==> src/eag_pkg.sv <==
// eag_pkg: shared constants, modes and carriers of the effective address generator.
// assumes one core clock, a synchronous active-high reset, and a decoder that presents requests.
// ==========================================================================
// How it works
// - direct register mode: operand is general register n, no memory address formed.
// - indirect mode: address is general register n unchanged.
// - post-increment: address is old register n, then add 1/2/4 by size.
// - pre-decrement: subtract 1/2/4 by size, write back, address with result.
// - 4-bit offset zero-extended, scaled 1/2/4 by size, added to register n.
// - indexed: register n plus index register zero, unscaled.
// - 8-bit offset zero-extended, scaled 1/2/4, added to global base register.
// - indexed base: global base register plus index register zero, unscaled.
// - pc data load: 8-bit offset zero-extended, doubled/quadrupled, plus pc; no byte.
// - longword pc data load clears the two low pc bits first.
// - short branch: 8-bit offset sign-extended, doubled, plus pc.
// - long branch: 12-bit offset sign-extended, doubled, plus pc.
// - register branch: pc plus full general register n.
// - logic and bit test literals: 8-bit field zero-extended to 32 bits.
// - transfer, add, equality compare literals: 8-bit field sign-extended to 32 bits.
// - software trap: 8-bit literal zero-extended and multiplied by four.
package eag_pkg;

   // ========================================================================
   // widths
   localparam int EAG_DATA_W = 32;
   localparam int EAG_FIELD_W = 12;
   localparam int EAG_DISP4_W = 4;
   localparam int EAG_DISP8_W = 8;
   localparam int EAG_DISP12_W = 12;

   // ========================================================================
   // scaling and masks
   localparam logic [1:0] EAG_SHIFT_BYTE = 2'h0;
   localparam logic [1:0] EAG_SHIFT_WORD = 2'h1;
   localparam logic [1:0] EAG_SHIFT_LONG = 2'h2;
   localparam logic [1:0] EAG_SHIFT_BRANCH = 2'h1;
   localparam logic [1:0] EAG_SHIFT_TRAP = 2'h2;
   localparam logic [31:0] EAG_STEP_BYTE = 32'h0000_0001;
   localparam logic [31:0] EAG_STEP_WORD = 32'h0000_0002;
   localparam logic [31:0] EAG_STEP_LONG = 32'h0000_0004;
   localparam logic [31:0] EAG_PC_LONG_MASK = 32'hFFFF_FFFC;
   localparam logic [31:0] EAG_ZERO = 32'h0000_0000;

   // ========================================================================
   // modes and sizes
   typedef enum logic [3:0] {
      EAG_M_DIRECT,
      EAG_M_INDIRECT,
      EAG_M_POSTINC,
      EAG_M_PREDEC,
      EAG_M_DISP4,
      EAG_M_INDEXED,
      EAG_M_GBR_DISP8,
      EAG_M_GBR_INDEXED,
      EAG_M_PC_DISP8,
      EAG_M_BR_DISP8,
      EAG_M_BR_DISP12,
      EAG_M_BR_REG,
      EAG_M_IMM_ZX,
      EAG_M_IMM_SX,
      EAG_M_IMM_TRAP
   } eag_mode_t;

   typedef enum logic [1:0] {
      EAG_SZ_BYTE,
      EAG_SZ_WORD,
      EAG_SZ_LONG
   } eag_size_t;

   // ========================================================================
   // carriers
   typedef struct packed {
      eag_mode_t mode;
      eag_size_t size;
      logic [EAG_FIELD_W-1:0] field;
      logic [EAG_DATA_W-1:0] gen_reg_n;
      logic [EAG_DATA_W-1:0] index_reg_zero;
      logic [EAG_DATA_W-1:0] global_base_reg;
      logic [EAG_DATA_W-1:0] pc;
   } eag_req_t;

   typedef struct packed {
      logic mem_en;
      logic branch_en;
      logic [EAG_DATA_W-1:0] addr;
      logic wb_en;
      logic [EAG_DATA_W-1:0] wb_value;
      logic operand_en;
      logic [EAG_DATA_W-1:0] operand;
      logic illegal;
   } eag_res_t;

endpackage

==> src/eag_zscale.sv <==
// eag_zscale: zero-extends an offset or literal field and shifts it left.
// assumes the shift amount comes from the size decode of the caller or is a fixed constant.
`timescale 1ns/1ps
module eag_zscale
   import eag_pkg::*;
#(
   parameter int FIELD_W = 8,
   parameter int DATA_W = 32
) (
   input wire logic [FIELD_W-1:0] i_field,
   input wire logic [1:0] i_shift,
   output logic [DATA_W-1:0] o_value
);
   // ========================================================================
   // elaboration check
   if (FIELD_W < 1 || FIELD_W + 2 > DATA_W) begin : g_bad
      $error("eag_zscale: field width does not fit the data width");
   end

   wire logic [DATA_W-1:0] zext;
   assign zext = {{(DATA_W-FIELD_W){1'b0}}, i_field};
   assign o_value = zext << i_shift;
endmodule // eag_zscale

==> src/eag_sxt2.sv <==
// eag_sxt2: sign-extends an offset or literal field and shifts it left by i_shift.
// assumes the field is two's complement and the result wraps at the data width.
`timescale 1ns/1ps
module eag_sxt2
   import eag_pkg::*;
#(
   parameter int FIELD_W = 8,
   parameter int DATA_W = 32
) (
   input wire logic [FIELD_W-1:0] i_field,
   input wire logic [1:0] i_shift,
   output logic [DATA_W-1:0] o_value
);
   // ========================================================================
   // elaboration check
   if (FIELD_W < 2 || FIELD_W + 2 > DATA_W) begin : g_bad
      $error("eag_sxt2: field width does not fit the data width");
   end

   wire logic [DATA_W-1:0] sext;
   assign sext = {{(DATA_W-FIELD_W){i_field[FIELD_W-1]}}, i_field};
   assign o_value = sext << i_shift;
endmodule // eag_sxt2

==> src/eag_core.sv <==
// eag_core: effective address, write-back and literal operand generator.
// assumes the decoder supplies register values and the raw field with a one-cycle valid.
// results appear one cycle after the request, held until the next request; done is high for that one cycle only.
`timescale 1ns/1ps
module eag_core
   import eag_pkg::*;
#(
   parameter int DATA_W = EAG_DATA_W
) (
   input wire logic i_ref_clk,
   input wire logic i_sys_rst,
   input wire logic i_req_valid,
   input wire eag_req_t i_req,
   output logic o_done,
   output logic o_mem_en,
   output logic o_branch_en,
   output logic [DATA_W-1:0] o_addr,
   output logic o_wb_en,
   output logic [DATA_W-1:0] o_wb_value,
   output logic o_operand_en,
   output logic [DATA_W-1:0] o_operand,
   output logic o_illegal
);
   // ========================================================================
   // elaboration check
   if (DATA_W != EAG_DATA_W) begin : g_bad
      $error("eag_core: data width must match the carrier width");
   end

   // ========================================================================
   // request fields
   wire logic [DATA_W-1:0] rn;
   wire logic [DATA_W-1:0] r0;
   wire logic [DATA_W-1:0] global_base_register;
   wire logic [DATA_W-1:0] pc;
   wire logic [EAG_DISP4_W-1:0] f4;
   wire logic [EAG_DISP8_W-1:0] f8;
   wire logic [EAG_DISP12_W-1:0] f12;
   assign rn = i_req.gen_reg_n;
   assign r0 = i_req.index_reg_zero;
   assign global_base_register = i_req.global_base_reg;
   assign pc = i_req.pc;
   assign f4 = i_req.field[EAG_DISP4_W-1:0];
   assign f8 = i_req.field[EAG_DISP8_W-1:0];
   assign f12 = i_req.field[EAG_DISP12_W-1:0];

   // ========================================================================
   // mode decode
   wire logic m_direct;
   wire logic m_indirect;
   wire logic m_postinc;
   wire logic m_predec;
   wire logic m_disp4;
   wire logic m_indexed;
   wire logic m_gbr_disp;
   wire logic m_gbr_idx;
   wire logic m_pc_disp;
   wire logic m_br8;
   wire logic m_br12;
   wire logic m_brreg;
   wire logic m_imm_zx;
   wire logic m_imm_sx;
   wire logic m_trap;
   assign m_direct = (i_req.mode == EAG_M_DIRECT);
   assign m_indirect = (i_req.mode == EAG_M_INDIRECT);
   assign m_postinc = (i_req.mode == EAG_M_POSTINC);
   assign m_predec = (i_req.mode == EAG_M_PREDEC);
   assign m_disp4 = (i_req.mode == EAG_M_DISP4);
   assign m_indexed = (i_req.mode == EAG_M_INDEXED);
   assign m_gbr_disp = (i_req.mode == EAG_M_GBR_DISP8);
   assign m_gbr_idx = (i_req.mode == EAG_M_GBR_INDEXED);
   assign m_pc_disp = (i_req.mode == EAG_M_PC_DISP8);
   assign m_br8 = (i_req.mode == EAG_M_BR_DISP8);
   assign m_br12 = (i_req.mode == EAG_M_BR_DISP12);
   assign m_brreg = (i_req.mode == EAG_M_BR_REG);
   assign m_imm_zx = (i_req.mode == EAG_M_IMM_ZX);
   assign m_imm_sx = (i_req.mode == EAG_M_IMM_SX);
   assign m_trap = (i_req.mode == EAG_M_IMM_TRAP);

   // ========================================================================
   // size decode
   wire logic sz_byte;
   wire logic sz_word;
   wire logic sz_long;
   wire logic sz_bad;
   assign sz_byte = (i_req.size == EAG_SZ_BYTE);
   assign sz_word = (i_req.size == EAG_SZ_WORD);
   assign sz_long = (i_req.size == EAG_SZ_LONG);
   assign sz_bad = !(sz_byte || sz_word || sz_long);

   wire logic [1:0] size_shift;
   wire logic [DATA_W-1:0] size_step;
   assign size_shift = sz_long ? EAG_SHIFT_LONG :
                       sz_word ? EAG_SHIFT_WORD : EAG_SHIFT_BYTE;
   assign size_step = sz_long ? EAG_STEP_LONG :
                      sz_word ? EAG_STEP_WORD : EAG_STEP_BYTE;

   // ========================================================================
   // scaled offsets and literals
   wire logic [DATA_W-1:0] disp4_sc;
   wire logic [DATA_W-1:0] disp8_sc;
   wire logic [DATA_W-1:0] br8_off;
   wire logic [DATA_W-1:0] br12_off;
   wire logic [DATA_W-1:0] imm_zx;
   wire logic [DATA_W-1:0] imm_sx;
   wire logic [DATA_W-1:0] trap_off;

   eag_zscale #(.FIELD_W(EAG_DISP4_W), .DATA_W(DATA_W)) u_disp4 (
      .i_field(f4),
      .i_shift(size_shift),
      .o_value(disp4_sc)
   );

   eag_zscale #(.FIELD_W(EAG_DISP8_W), .DATA_W(DATA_W)) u_disp8 (
      .i_field(f8),
      .i_shift(size_shift),
      .o_value(disp8_sc)
   );

   eag_sxt2 #(.FIELD_W(EAG_DISP8_W), .DATA_W(DATA_W)) u_br8 (
      .i_field(f8),
      .i_shift(EAG_SHIFT_BRANCH),
      .o_value(br8_off)
   );

   eag_sxt2 #(.FIELD_W(EAG_DISP12_W), .DATA_W(DATA_W)) u_br12 (
      .i_field(f12),
      .i_shift(EAG_SHIFT_BRANCH),
      .o_value(br12_off)
   );

   eag_zscale #(.FIELD_W(EAG_DISP8_W), .DATA_W(DATA_W)) u_immzx (
      .i_field(f8),
      .i_shift(EAG_SHIFT_BYTE),
      .o_value(imm_zx)
   );

   eag_sxt2 #(.FIELD_W(EAG_DISP8_W), .DATA_W(DATA_W)) u_immsx (
      .i_field(f8),
      .i_shift(EAG_SHIFT_BYTE),
      .o_value(imm_sx)
   );

   eag_zscale #(.FIELD_W(EAG_DISP8_W), .DATA_W(DATA_W)) u_trap (
      .i_field(f8),
      .i_shift(EAG_SHIFT_TRAP),
      .o_value(trap_off)
   );

   // ========================================================================
   // per-mode addresses, all wrapping at the data width
   wire logic [DATA_W-1:0] pc_base;
   wire logic [DATA_W-1:0] ea_predec;
   wire logic [DATA_W-1:0] wb_postinc;
   wire logic [DATA_W-1:0] ea_disp4;
   wire logic [DATA_W-1:0] ea_indexed;
   wire logic [DATA_W-1:0] ea_gbr_disp;
   wire logic [DATA_W-1:0] ea_gbr_idx;
   wire logic [DATA_W-1:0] ea_pc_disp;
   wire logic [DATA_W-1:0] ea_br8;
   wire logic [DATA_W-1:0] ea_br12;
   wire logic [DATA_W-1:0] ea_brreg;
   assign pc_base = sz_long ? (pc & EAG_PC_LONG_MASK) : pc;
   assign wb_postinc = DATA_W'(rn + size_step);
   assign ea_predec = DATA_W'(rn - size_step);
   assign ea_disp4 = DATA_W'(rn + disp4_sc);
   assign ea_indexed = DATA_W'(rn + r0);
   assign ea_gbr_disp = DATA_W'(global_base_register + disp8_sc);
   assign ea_gbr_idx = DATA_W'(global_base_register + r0);
   assign ea_pc_disp = DATA_W'(pc_base + disp8_sc);
   assign ea_br8 = DATA_W'(pc + br8_off);
   assign ea_br12 = DATA_W'(pc + br12_off);
   assign ea_brreg = DATA_W'(pc + rn);

   // ========================================================================
   // classification
   wire logic pc_byte;
   wire logic size_used;
   wire logic bad;
   wire logic is_mem;
   wire logic is_branch;
   wire logic is_wb;
   wire logic is_operand;
   assign pc_byte = m_pc_disp && sz_byte;
   assign size_used = m_postinc || m_predec || m_disp4 || m_gbr_disp || m_pc_disp;
   assign bad = pc_byte || (size_used && sz_bad);
   assign is_mem = !bad && (m_indirect || m_postinc || m_predec || m_disp4 ||
                            m_indexed || m_gbr_disp || m_gbr_idx || m_pc_disp);
   assign is_branch = m_br8 || m_br12 || m_brreg;
   assign is_wb = !bad && (m_postinc || m_predec);
   assign is_operand = m_direct || m_imm_zx || m_imm_sx || m_trap;

   // ========================================================================
   // address select
   wire logic [DATA_W-1:0] addr_sel;
   assign addr_sel = m_indirect ? rn :
                     m_postinc ? rn :
                     m_predec ? ea_predec :
                     m_disp4 ? ea_disp4 :
                     m_indexed ? ea_indexed :
                     m_gbr_disp ? ea_gbr_disp :
                     m_gbr_idx ? ea_gbr_idx :
                     m_pc_disp ? ea_pc_disp :
                     m_br8 ? ea_br8 :
                     m_br12 ? ea_br12 :
                     m_brreg ? ea_brreg : EAG_ZERO;

   // ========================================================================
   // write-back and operand select
   wire logic [DATA_W-1:0] wb_sel;
   wire logic [DATA_W-1:0] opnd_sel;
   assign wb_sel = m_postinc ? wb_postinc :
                   m_predec ? ea_predec : EAG_ZERO;
   assign opnd_sel = m_direct ? rn :
                     m_imm_zx ? imm_zx :
                     m_imm_sx ? imm_sx :
                     m_trap ? trap_off : EAG_ZERO;

   // ========================================================================
   // result registers
   logic done_r;
   logic mem_r;
   logic br_r;
   logic wb_en_r;
   logic opnd_en_r;
   logic ill_r;
   logic [DATA_W-1:0] addr_r;
   logic [DATA_W-1:0] wb_val_r;
   logic [DATA_W-1:0] opnd_r;

   always_ff @(posedge i_ref_clk) begin
      if (i_sys_rst) begin
         done_r <= 1'b0;
      end else begin
         done_r <= i_req_valid;
      end
   end

   always_ff @(posedge i_ref_clk) begin
      if (i_sys_rst) begin
         mem_r <= 1'b0;
         br_r <= 1'b0;
         wb_en_r <= 1'b0;
         opnd_en_r <= 1'b0;
         ill_r <= 1'b0;
      end else if (i_req_valid) begin
         mem_r <= is_mem;
         br_r <= is_branch;
         wb_en_r <= is_wb;
         opnd_en_r <= is_operand;
         ill_r <= bad;
      end
   end

   always_ff @(posedge i_ref_clk) begin
      if (i_sys_rst) begin
         addr_r <= EAG_ZERO;
         wb_val_r <= EAG_ZERO;
         opnd_r <= EAG_ZERO;
      end else if (i_req_valid) begin
         addr_r <= is_mem || is_branch ? addr_sel : EAG_ZERO;
         wb_val_r <= is_wb ? wb_sel : EAG_ZERO;
         opnd_r <= opnd_sel;
      end
   end

   // ========================================================================
   // outputs
   assign o_done = done_r;
   assign o_mem_en = mem_r;
   assign o_branch_en = br_r;
   assign o_addr = addr_r;
   assign o_wb_en = wb_en_r;
   assign o_wb_value = wb_val_r;
   assign o_operand_en = opnd_en_r;
   assign o_operand = opnd_r;
   assign o_illegal = ill_r;
endmodule // eag_core

==> config.mk <==
export PLATFORM = sky130hd
export DESIGN_NAME = eag_core
export DESIGN_NICKNAME = d
export VERILOG_FILES = /design/src/eag_pkg.sv /design/src/eag_zscale.sv /design/src/eag_sxt2.sv /design/src/eag_core.sv
export SDC_FILE = /design/constraint.sdc
export NUM_CORES = 1
export LEC_CHECK = 0
export ABC_AREA = 1
export BUFFER_PORTS_ARGS = -buffer_cell sky130_fd_sc_hd__clkbuf_2
export CORE_MARGIN = 2
export CORE_UTILIZATION = 37
export DETAILED_ROUTE_END_ITERATION = 8
export PLACE_DENSITY_LB_ADDON = 0.12
export SYNTH_ARGS = -nofsm -noshare
export SYNTH_HDL_FRONTEND = slang
export SYNTH_SLANG_ARGS = --single-unit
==> constraint.sdc <==
create_clock -name i_ref_clk -period 5.8 [get_ports i_ref_clk]
set_input_delay 0.87 -clock i_ref_clk [delete_from_list [all_inputs] [get_ports i_ref_clk]]
set_output_delay 0.87 -clock i_ref_clk [all_outputs]
set_load 0.1 [all_outputs]
**Word-level counts from Yosys, hierarchy flattened**

Index checks and enable logic that the tools add are counted.

- Multiplexer cells: 24
- Add/sub/neg operators: 10
- Shift-type cells: 2
- Reductions and logical operators: 28
- Equal/unequal tests: 16

Operator list:

| cell | number |
|---|---|
| 32-bit 2-to-1 mux | 18 |
| 32-bit adder | 8 |
| 32-bit by 3-bit adder with 32-bit output | 1 |
| 4-bit by 2-bit left shift with 32-bit output | 1 |
| 8-bit by 2-bit left shift with 32-bit output | 1 |
| 32-bit by 3-bit subtractor with 32-bit output | 1 |
| 4-bit equality test, second input constant | 7 |
| 1-bit logical OR | 20 |
| 4-bit by 3-bit equality test with 1-bit output, second input constant | 4 |
| 10-bit 2-to-1 mux | 1 |
| 4-bit by 2-bit equality test with 1-bit output, second input constant | 2 |
| 2-bit 2-to-1 mux | 3 |
| 4-bit by 1-bit equality test with 1-bit output, second input constant | 1 |
| 1-bit logical AND | 4 |
| 4-bit logical NOT | 1 |
| 3-bit 2-to-1 mux | 1 |
| 2-bit by 1-bit equality test with 1-bit output, second input constant | 1 |
| 2-bit equality test, second input constant | 1 |
| 1-bit logical NOT | 2 |
| 2-bit logical NOT | 1 |
| 1-bit 2-to-1 mux | 1 |

- Word-level logic and storage cells: 89
- Register bits: 102
- Bits of input ports: 149

**Longest topological paths before layout**

- Word-level depth: 14
- Depth in mapped cells: 32
- Gate-level depth less buffers: 31

**Cells and area by module**

Synthesis repeated with hierarchy kept, for this count alone.

- Cells, all modules: 4465
- Area total of the unflattened synthesis: 25204.2 um^2

By module, submodules not included:

| module | area an instance (um^2) | times used | cells an instance |
|---|---|---|---|
| eag_core | 22265.1 | 1 | 3943 |
| eag_zscale at u_disp8 ... | 421.7 | 3 | 75 |
| eag_sxt2 at u_br8 ... | 440.4 | 2 | 74 |
| eag_sxt2 at u_br12 | 473.0 | 1 | 96 |
| eag_zscale at u_disp4 | 320.3 | 1 | 53 |

**Least setup slack after synthesis**

No wires, ideal clock.

- Kind: input port to flip-flop
- From: input i_req[140] (netlist bit)
- To: register addr_r[20] (netlist: o_addr[20])
- Arrival: 3.632 ns
- Path slack: 2.052 ns
- Data required time: 5.685 ns
- Setup time: 0.115 ns
- Stages on the path: 25
- Path through: inv_1 ha_1 inv_1 clkbuf_1 o21ai_0 ha_1 nand2_1 o21ai_0 a21oi_1 nand2_1 nand3_1 nand2_1 nand2_1 nor2_1 nand3_1 xor2_1 nand2_1 nand2_1 nand2_1 nand2_1 nand2_1 nand2_1 nand2_1 nand2_1 nand2_1

- Cells in the longest elaborated chain, start to end: 14
- Elaborated cells on any way between the ends: 32
- Those cells by class: add/sub: 4; eq/ne: 2; shift: 2; mux: 14; reduce/logical: 10

RTL lines:

| item | RTL line | RTL |
|---|---|---|
| start: declaration | eag_core.sv:13 | `input wire eag_req_t i_req,` |
| 2-bit by 1-bit equality test with 1-bit output | eag_core.sv:87 | `assign sz_word = (i_req.size == EAG_SZ_WORD);` |
| 1-bit 2-to-1 mux | eag_core.sv:94 | `sz_word ? EAG_SHIFT_WORD : EAG_SHIFT_BYTE;` |
| 2-bit 2-to-1 mux | eag_core.sv:93 | `assign size_shift = sz_long ? EAG_SHIFT_LONG :` |
| 8-bit by 2-bit left shift with 32-bit output | eag_zscale.sv:22 | `assign o_value = zext << i_shift;` |
| 32-bit adder | eag_core.sv:170 | `assign ea_pc_disp = DATA_W'(pc_base + disp8_sc);` |
| 32-bit 2-to-1 mux | eag_core.sv:203 | `m_pc_disp ? ea_pc_disp :` |
| 32-bit 2-to-1 mux | eag_core.sv:202 | `m_gbr_idx ? ea_gbr_idx :` |
| 32-bit 2-to-1 mux | eag_core.sv:201 | `m_gbr_disp ? ea_gbr_disp :` |
| 32-bit 2-to-1 mux | eag_core.sv:200 | `m_indexed ? ea_indexed :` |
| 32-bit 2-to-1 mux | eag_core.sv:199 | `m_disp4 ? ea_disp4 :` |
| 32-bit 2-to-1 mux | eag_core.sv:198 | `m_predec ? ea_predec :` |
| 32-bit 2-to-1 mux | eag_core.sv:197 | `m_postinc ? rn :` |
| 32-bit 2-to-1 mux | eag_core.sv:196 | `assign addr_sel = m_indirect ? rn :` |
| 32-bit 2-to-1 mux (*) | eag_core.sv:261 | `addr_r <= is_mem \|\| is_branch ? addr_sel : EAG_ZERO;` |
| end signal: assignment | eag_core.sv:261 |  |
| end: declaration | eag_core.sv:227 | `logic [DATA_W-1:0] addr_r;` |

Mark *: on every way between the ends. The rest lies on a longest branch, timed or not.
A chain may end at the register's enable or synchronous reset.

**Worst setup path in the final report**

- From: input i_req[140] (netlist bit)
- To: register addr_r[29] (netlist: o_addr[29])

The elaborated chain is that of the path after synthesis.

==> qor.yml <==
die:
  fp-row-count: 84
  initial_core_util: 0.3730
  coreArea_um2: 52450
  die_h_um: 233.9
  dieArea_um2: 54730
  num_io_pins: 251
  die_width_um: 233.9
detailed_routing:
  dr_total_vias: 24460
  wirelength_um: 91100
  vias_per_cell: 5.539
  detail-route-antenna-nets: 0
  drtPass1Iterations: 6
  drc: 0
  drt-initial-drc-count: 2766
  wire_per_inst_um: 20.63
logic_synthesis:
  synthMuxAreaShare: 0.001023
  synth_area_per_cell_um2: 5.539
  synth_cell_types: 58
  synth_top_family_by_area: "simple AND/OR/NAND/NOR gates"
  async_reset_ff_frac: 0
  synth_most_common_cell: "nand2_1"
  synth_area_leader_cell: "nand2_1"
  syn_area_um2: 19560
  ys_ff_latch: 102
  synth_xor_area_frac: 0.05596
  synth-main-ff-cell: "dfxtp_1"
  synth_warnings: 0
  synth-compound-area-share: 0.2242
  synthTopCellsByArea: "nand2_1, ha_1, dfxtp_1"
  synth_seq_area_share: 0.1044
  synth_top_area_frac: 0.2087
  synth-simple-area-share: 0.3888
  synthCells: 3532
  synth_nets: 3873
  yosys-top-cells-count: "nand2_1, inv_1, nor2_1"
  synth_fa_ha_area_frac: 0.1247
  synth-edff-count: 0
global_route:
  grt_max_degree: 47
  grt_usage: 0.3261
  antenna_found_initial: 3
  grt_pass1_wl_um: 135900
  grt_overflow_total: 0
  grt_pass1_vias: 21990
finish:
  layout.nets: 4064
  area_delta_synth_final_pct: 11.33
  design_area_um2: 21780
  diodes: 0
  fin_cells: 4416
  drive_gt1_frac: 0.09496
placement:
  port_buffers: 250
  dp.cells: 4400
  postPlaceCellArea_um2: 21500
  hpwl_um: 76350
  gp_congestion: 0.9898
clocking:
  cts_tree: "built"
  post_cts_resized: 0
  clock_path_buffers: 2
  path_clk_slew_ns: 0.08
  clock_sinks: 102
  cts-hold-fix-buffers: 0
  cts_root_buf: "clkbuf_16"
  h-tree-depth: 3
  cts_made_buffers: 9
  clock_latency_ns: 0.36
  postCtsSetupBuffers: 0
power:
  finalPower_uw: 3385
  power_leakage_uw: 0.01117
  peakVddDrop_uv: 135.8
  power_density_nw_per_um2: 155.4
timing:
  timing.fmax_ghz: 0.2157
  period_minus_slack_ns: 4.636
  finalCritPeriodShare: 0.7993
  setup_viol: 0
  hold_slack_ns: 0.4547
  fin_skew_ns: 0
  slew_viol_final: 0
  hold_viol_final: 0
  worst_pin_slew_ns: 1.088
  rsz0062_at_grt: "false"
  fin_tns_setup_ns: 0
  relSlewSlack: 0.2732
critical_path:
  worstPathRequired_ns: 6.07
  critPathMaxFanout: 16
  critPathCaptureType: "register"
  r2r_setup_slack_ns: 5.07
  worstPathArrival_ns: 4.90
  crit_type: "input port to register"
  cp-start-kind: "input port"
run_status:
  status: "finished, final reports clean"
worst_hold_path:
  hold_class: "register to register"
run:
  drv_cap: 0
power by group:
part / total (uW) / switching, uW / internal (uW)
clock network: 606 / 299 / 306
registers: 749 / 20.0 / 729
logic: 2030 / 1450 / 579
critical path, cell delays in order:
cell and delay, ns:
clkbuf_2 0.11, inv_1 0.08, ha_1 0.47, inv_1 0.34
o21ai_0 0.58, ha_1 0.39, a21oi_1 0.17, o21ai_0 0.15
a21oi_1 0.39, nand2_1 0.22, nand2_1 0.10, nand2_1 0.05
nand2_1 0.05, nand2_1 0.05, nand2_1 0.08, nand2_1 0.06
nand2_1 0.13, nand2_1 0.06, nand2_1 0.09, nand2_1 0.06
nand2_1 0.10, nand2_1 0.05, nand2_1 0.09, nand2_1 0.05
nand2_1 0.06, nand2_1 0.04
cells by family (layout without fill, tap and decap cells):
family,after synthesis,in the layout
buf+inv,521,717
fa+ha+maj,192,192
compound gates,760,760
simple gates,1830,1830
flops,102,102
mux,2,2
xor+xnor,125,125
state kept, by name, summed over array words and instances, names as in the netlist:
name / count
o_wb_en: 1
o_illegal: 1
o_operand: 32
o_addr: 32
o_operand_en: 1
o_mem_en: 1
o_done: 1
o_wb_value: 32
o_branch_en: 1
cells in the final DEF (no fill, tap or decap), types with 6 or more instances in the layout:
| cell | netlist | layout |
|---|---|---|
| a211oi_1 | 12 | 12 |
| ha_1 | 187 | 187 |
| nor4_1 | 19 | 19 |
| buf_4 | 0 | 23 |
| xnor2_1 | 52 | 52 |
| nand2_1 | 1088 | 1088 |
| o21a_1 | 11 | 11 |
| nand4_1 | 46 | 46 |
| clkbuf_2 | 0 | 250 |
| nor2_2 | 8 | 12 |
| nand3b_1 | 12 | 12 |
| o31ai_1 | 13 | 13 |
| inv_1 | 420 | 420 |
| o221ai_1 | 24 | 24 |
| or2_2 | 18 | 18 |
| nor3_1 | 53 | 53 |
| xor2_1 | 73 | 73 |
| nor2_1 | 351 | 346 |
| a31oi_1 | 21 | 21 |
| a21o_1 | 21 | 21 |
| a21oi_1 | 293 | 293 |
| o21ai_0 | 255 | 255 |
| o211ai_1 | 18 | 18 |
| a221oi_1 | 6 | 6 |
| o21ai_1 | 9 | 9 |
| a41oi_1 | 7 | 7 |
| clkbuf_16 | 0 | 9 |
| a32o_1 | 12 | 12 |
| a21boi_0 | 7 | 7 |
| dfxtp_1 | 102 | 102 |
| nand3_1 | 203 | 203 |
| o21bai_1 | 22 | 22 |
| nand2_2 | 10 | 10 |
worst paths after layout:
check,cells after the start,startpoint,to
hold reg to reg,2,o_addr[14],o_addr[14]
setup / recovery,26,i_req[140],o_addr[29]
hold / removal,2,o_addr[14],o_addr[14]
setup reg to reg,2,o_operand[7],o_operand[7]
final cells by class:
cell class                      count  area (um^2)
Multi-Input combinational cell   2909        15560
Sequential cell                   102         2042
Tap cell                          688        860.8
Inverter                          428         1607
Clock buffer                       10        239.0
Timing Repair Buffer              273         1424
Clock inverter                      6        45.04
Fill cell                        6055        30660
metrics by stage:
| step | setup slack [ns] | util |
|---|---|---|
| 5_1_grt | 0.8102 | 0.4153 |
| 3_3_place_gp | 0.9849 | 0.4099 |
| 3_5_place_dp | 0.9344 | 0.4099 |
| 6_report | 1.164 | 0.4153 |
| 2_1_floorplan | 2.052 | - |
| 4_1_cts | 1.308 | 0.4153 |
metal layers:
layer / share of wire / wire (um) / up-vias / track usage
li1: - / - / 12150 / -
met1: 0.49 / 45060 / 11220 / 0.4982
met2: 0.41 / 37450 / 1013 / 0.4836
met3: 0.081 / 7351 / 77 / 0.05216
met4: 0.013 / 1211 / 6 / 0.04569
met5: 0.00035 / 32 / - / 0
Power figures use the tool's default switching activity.
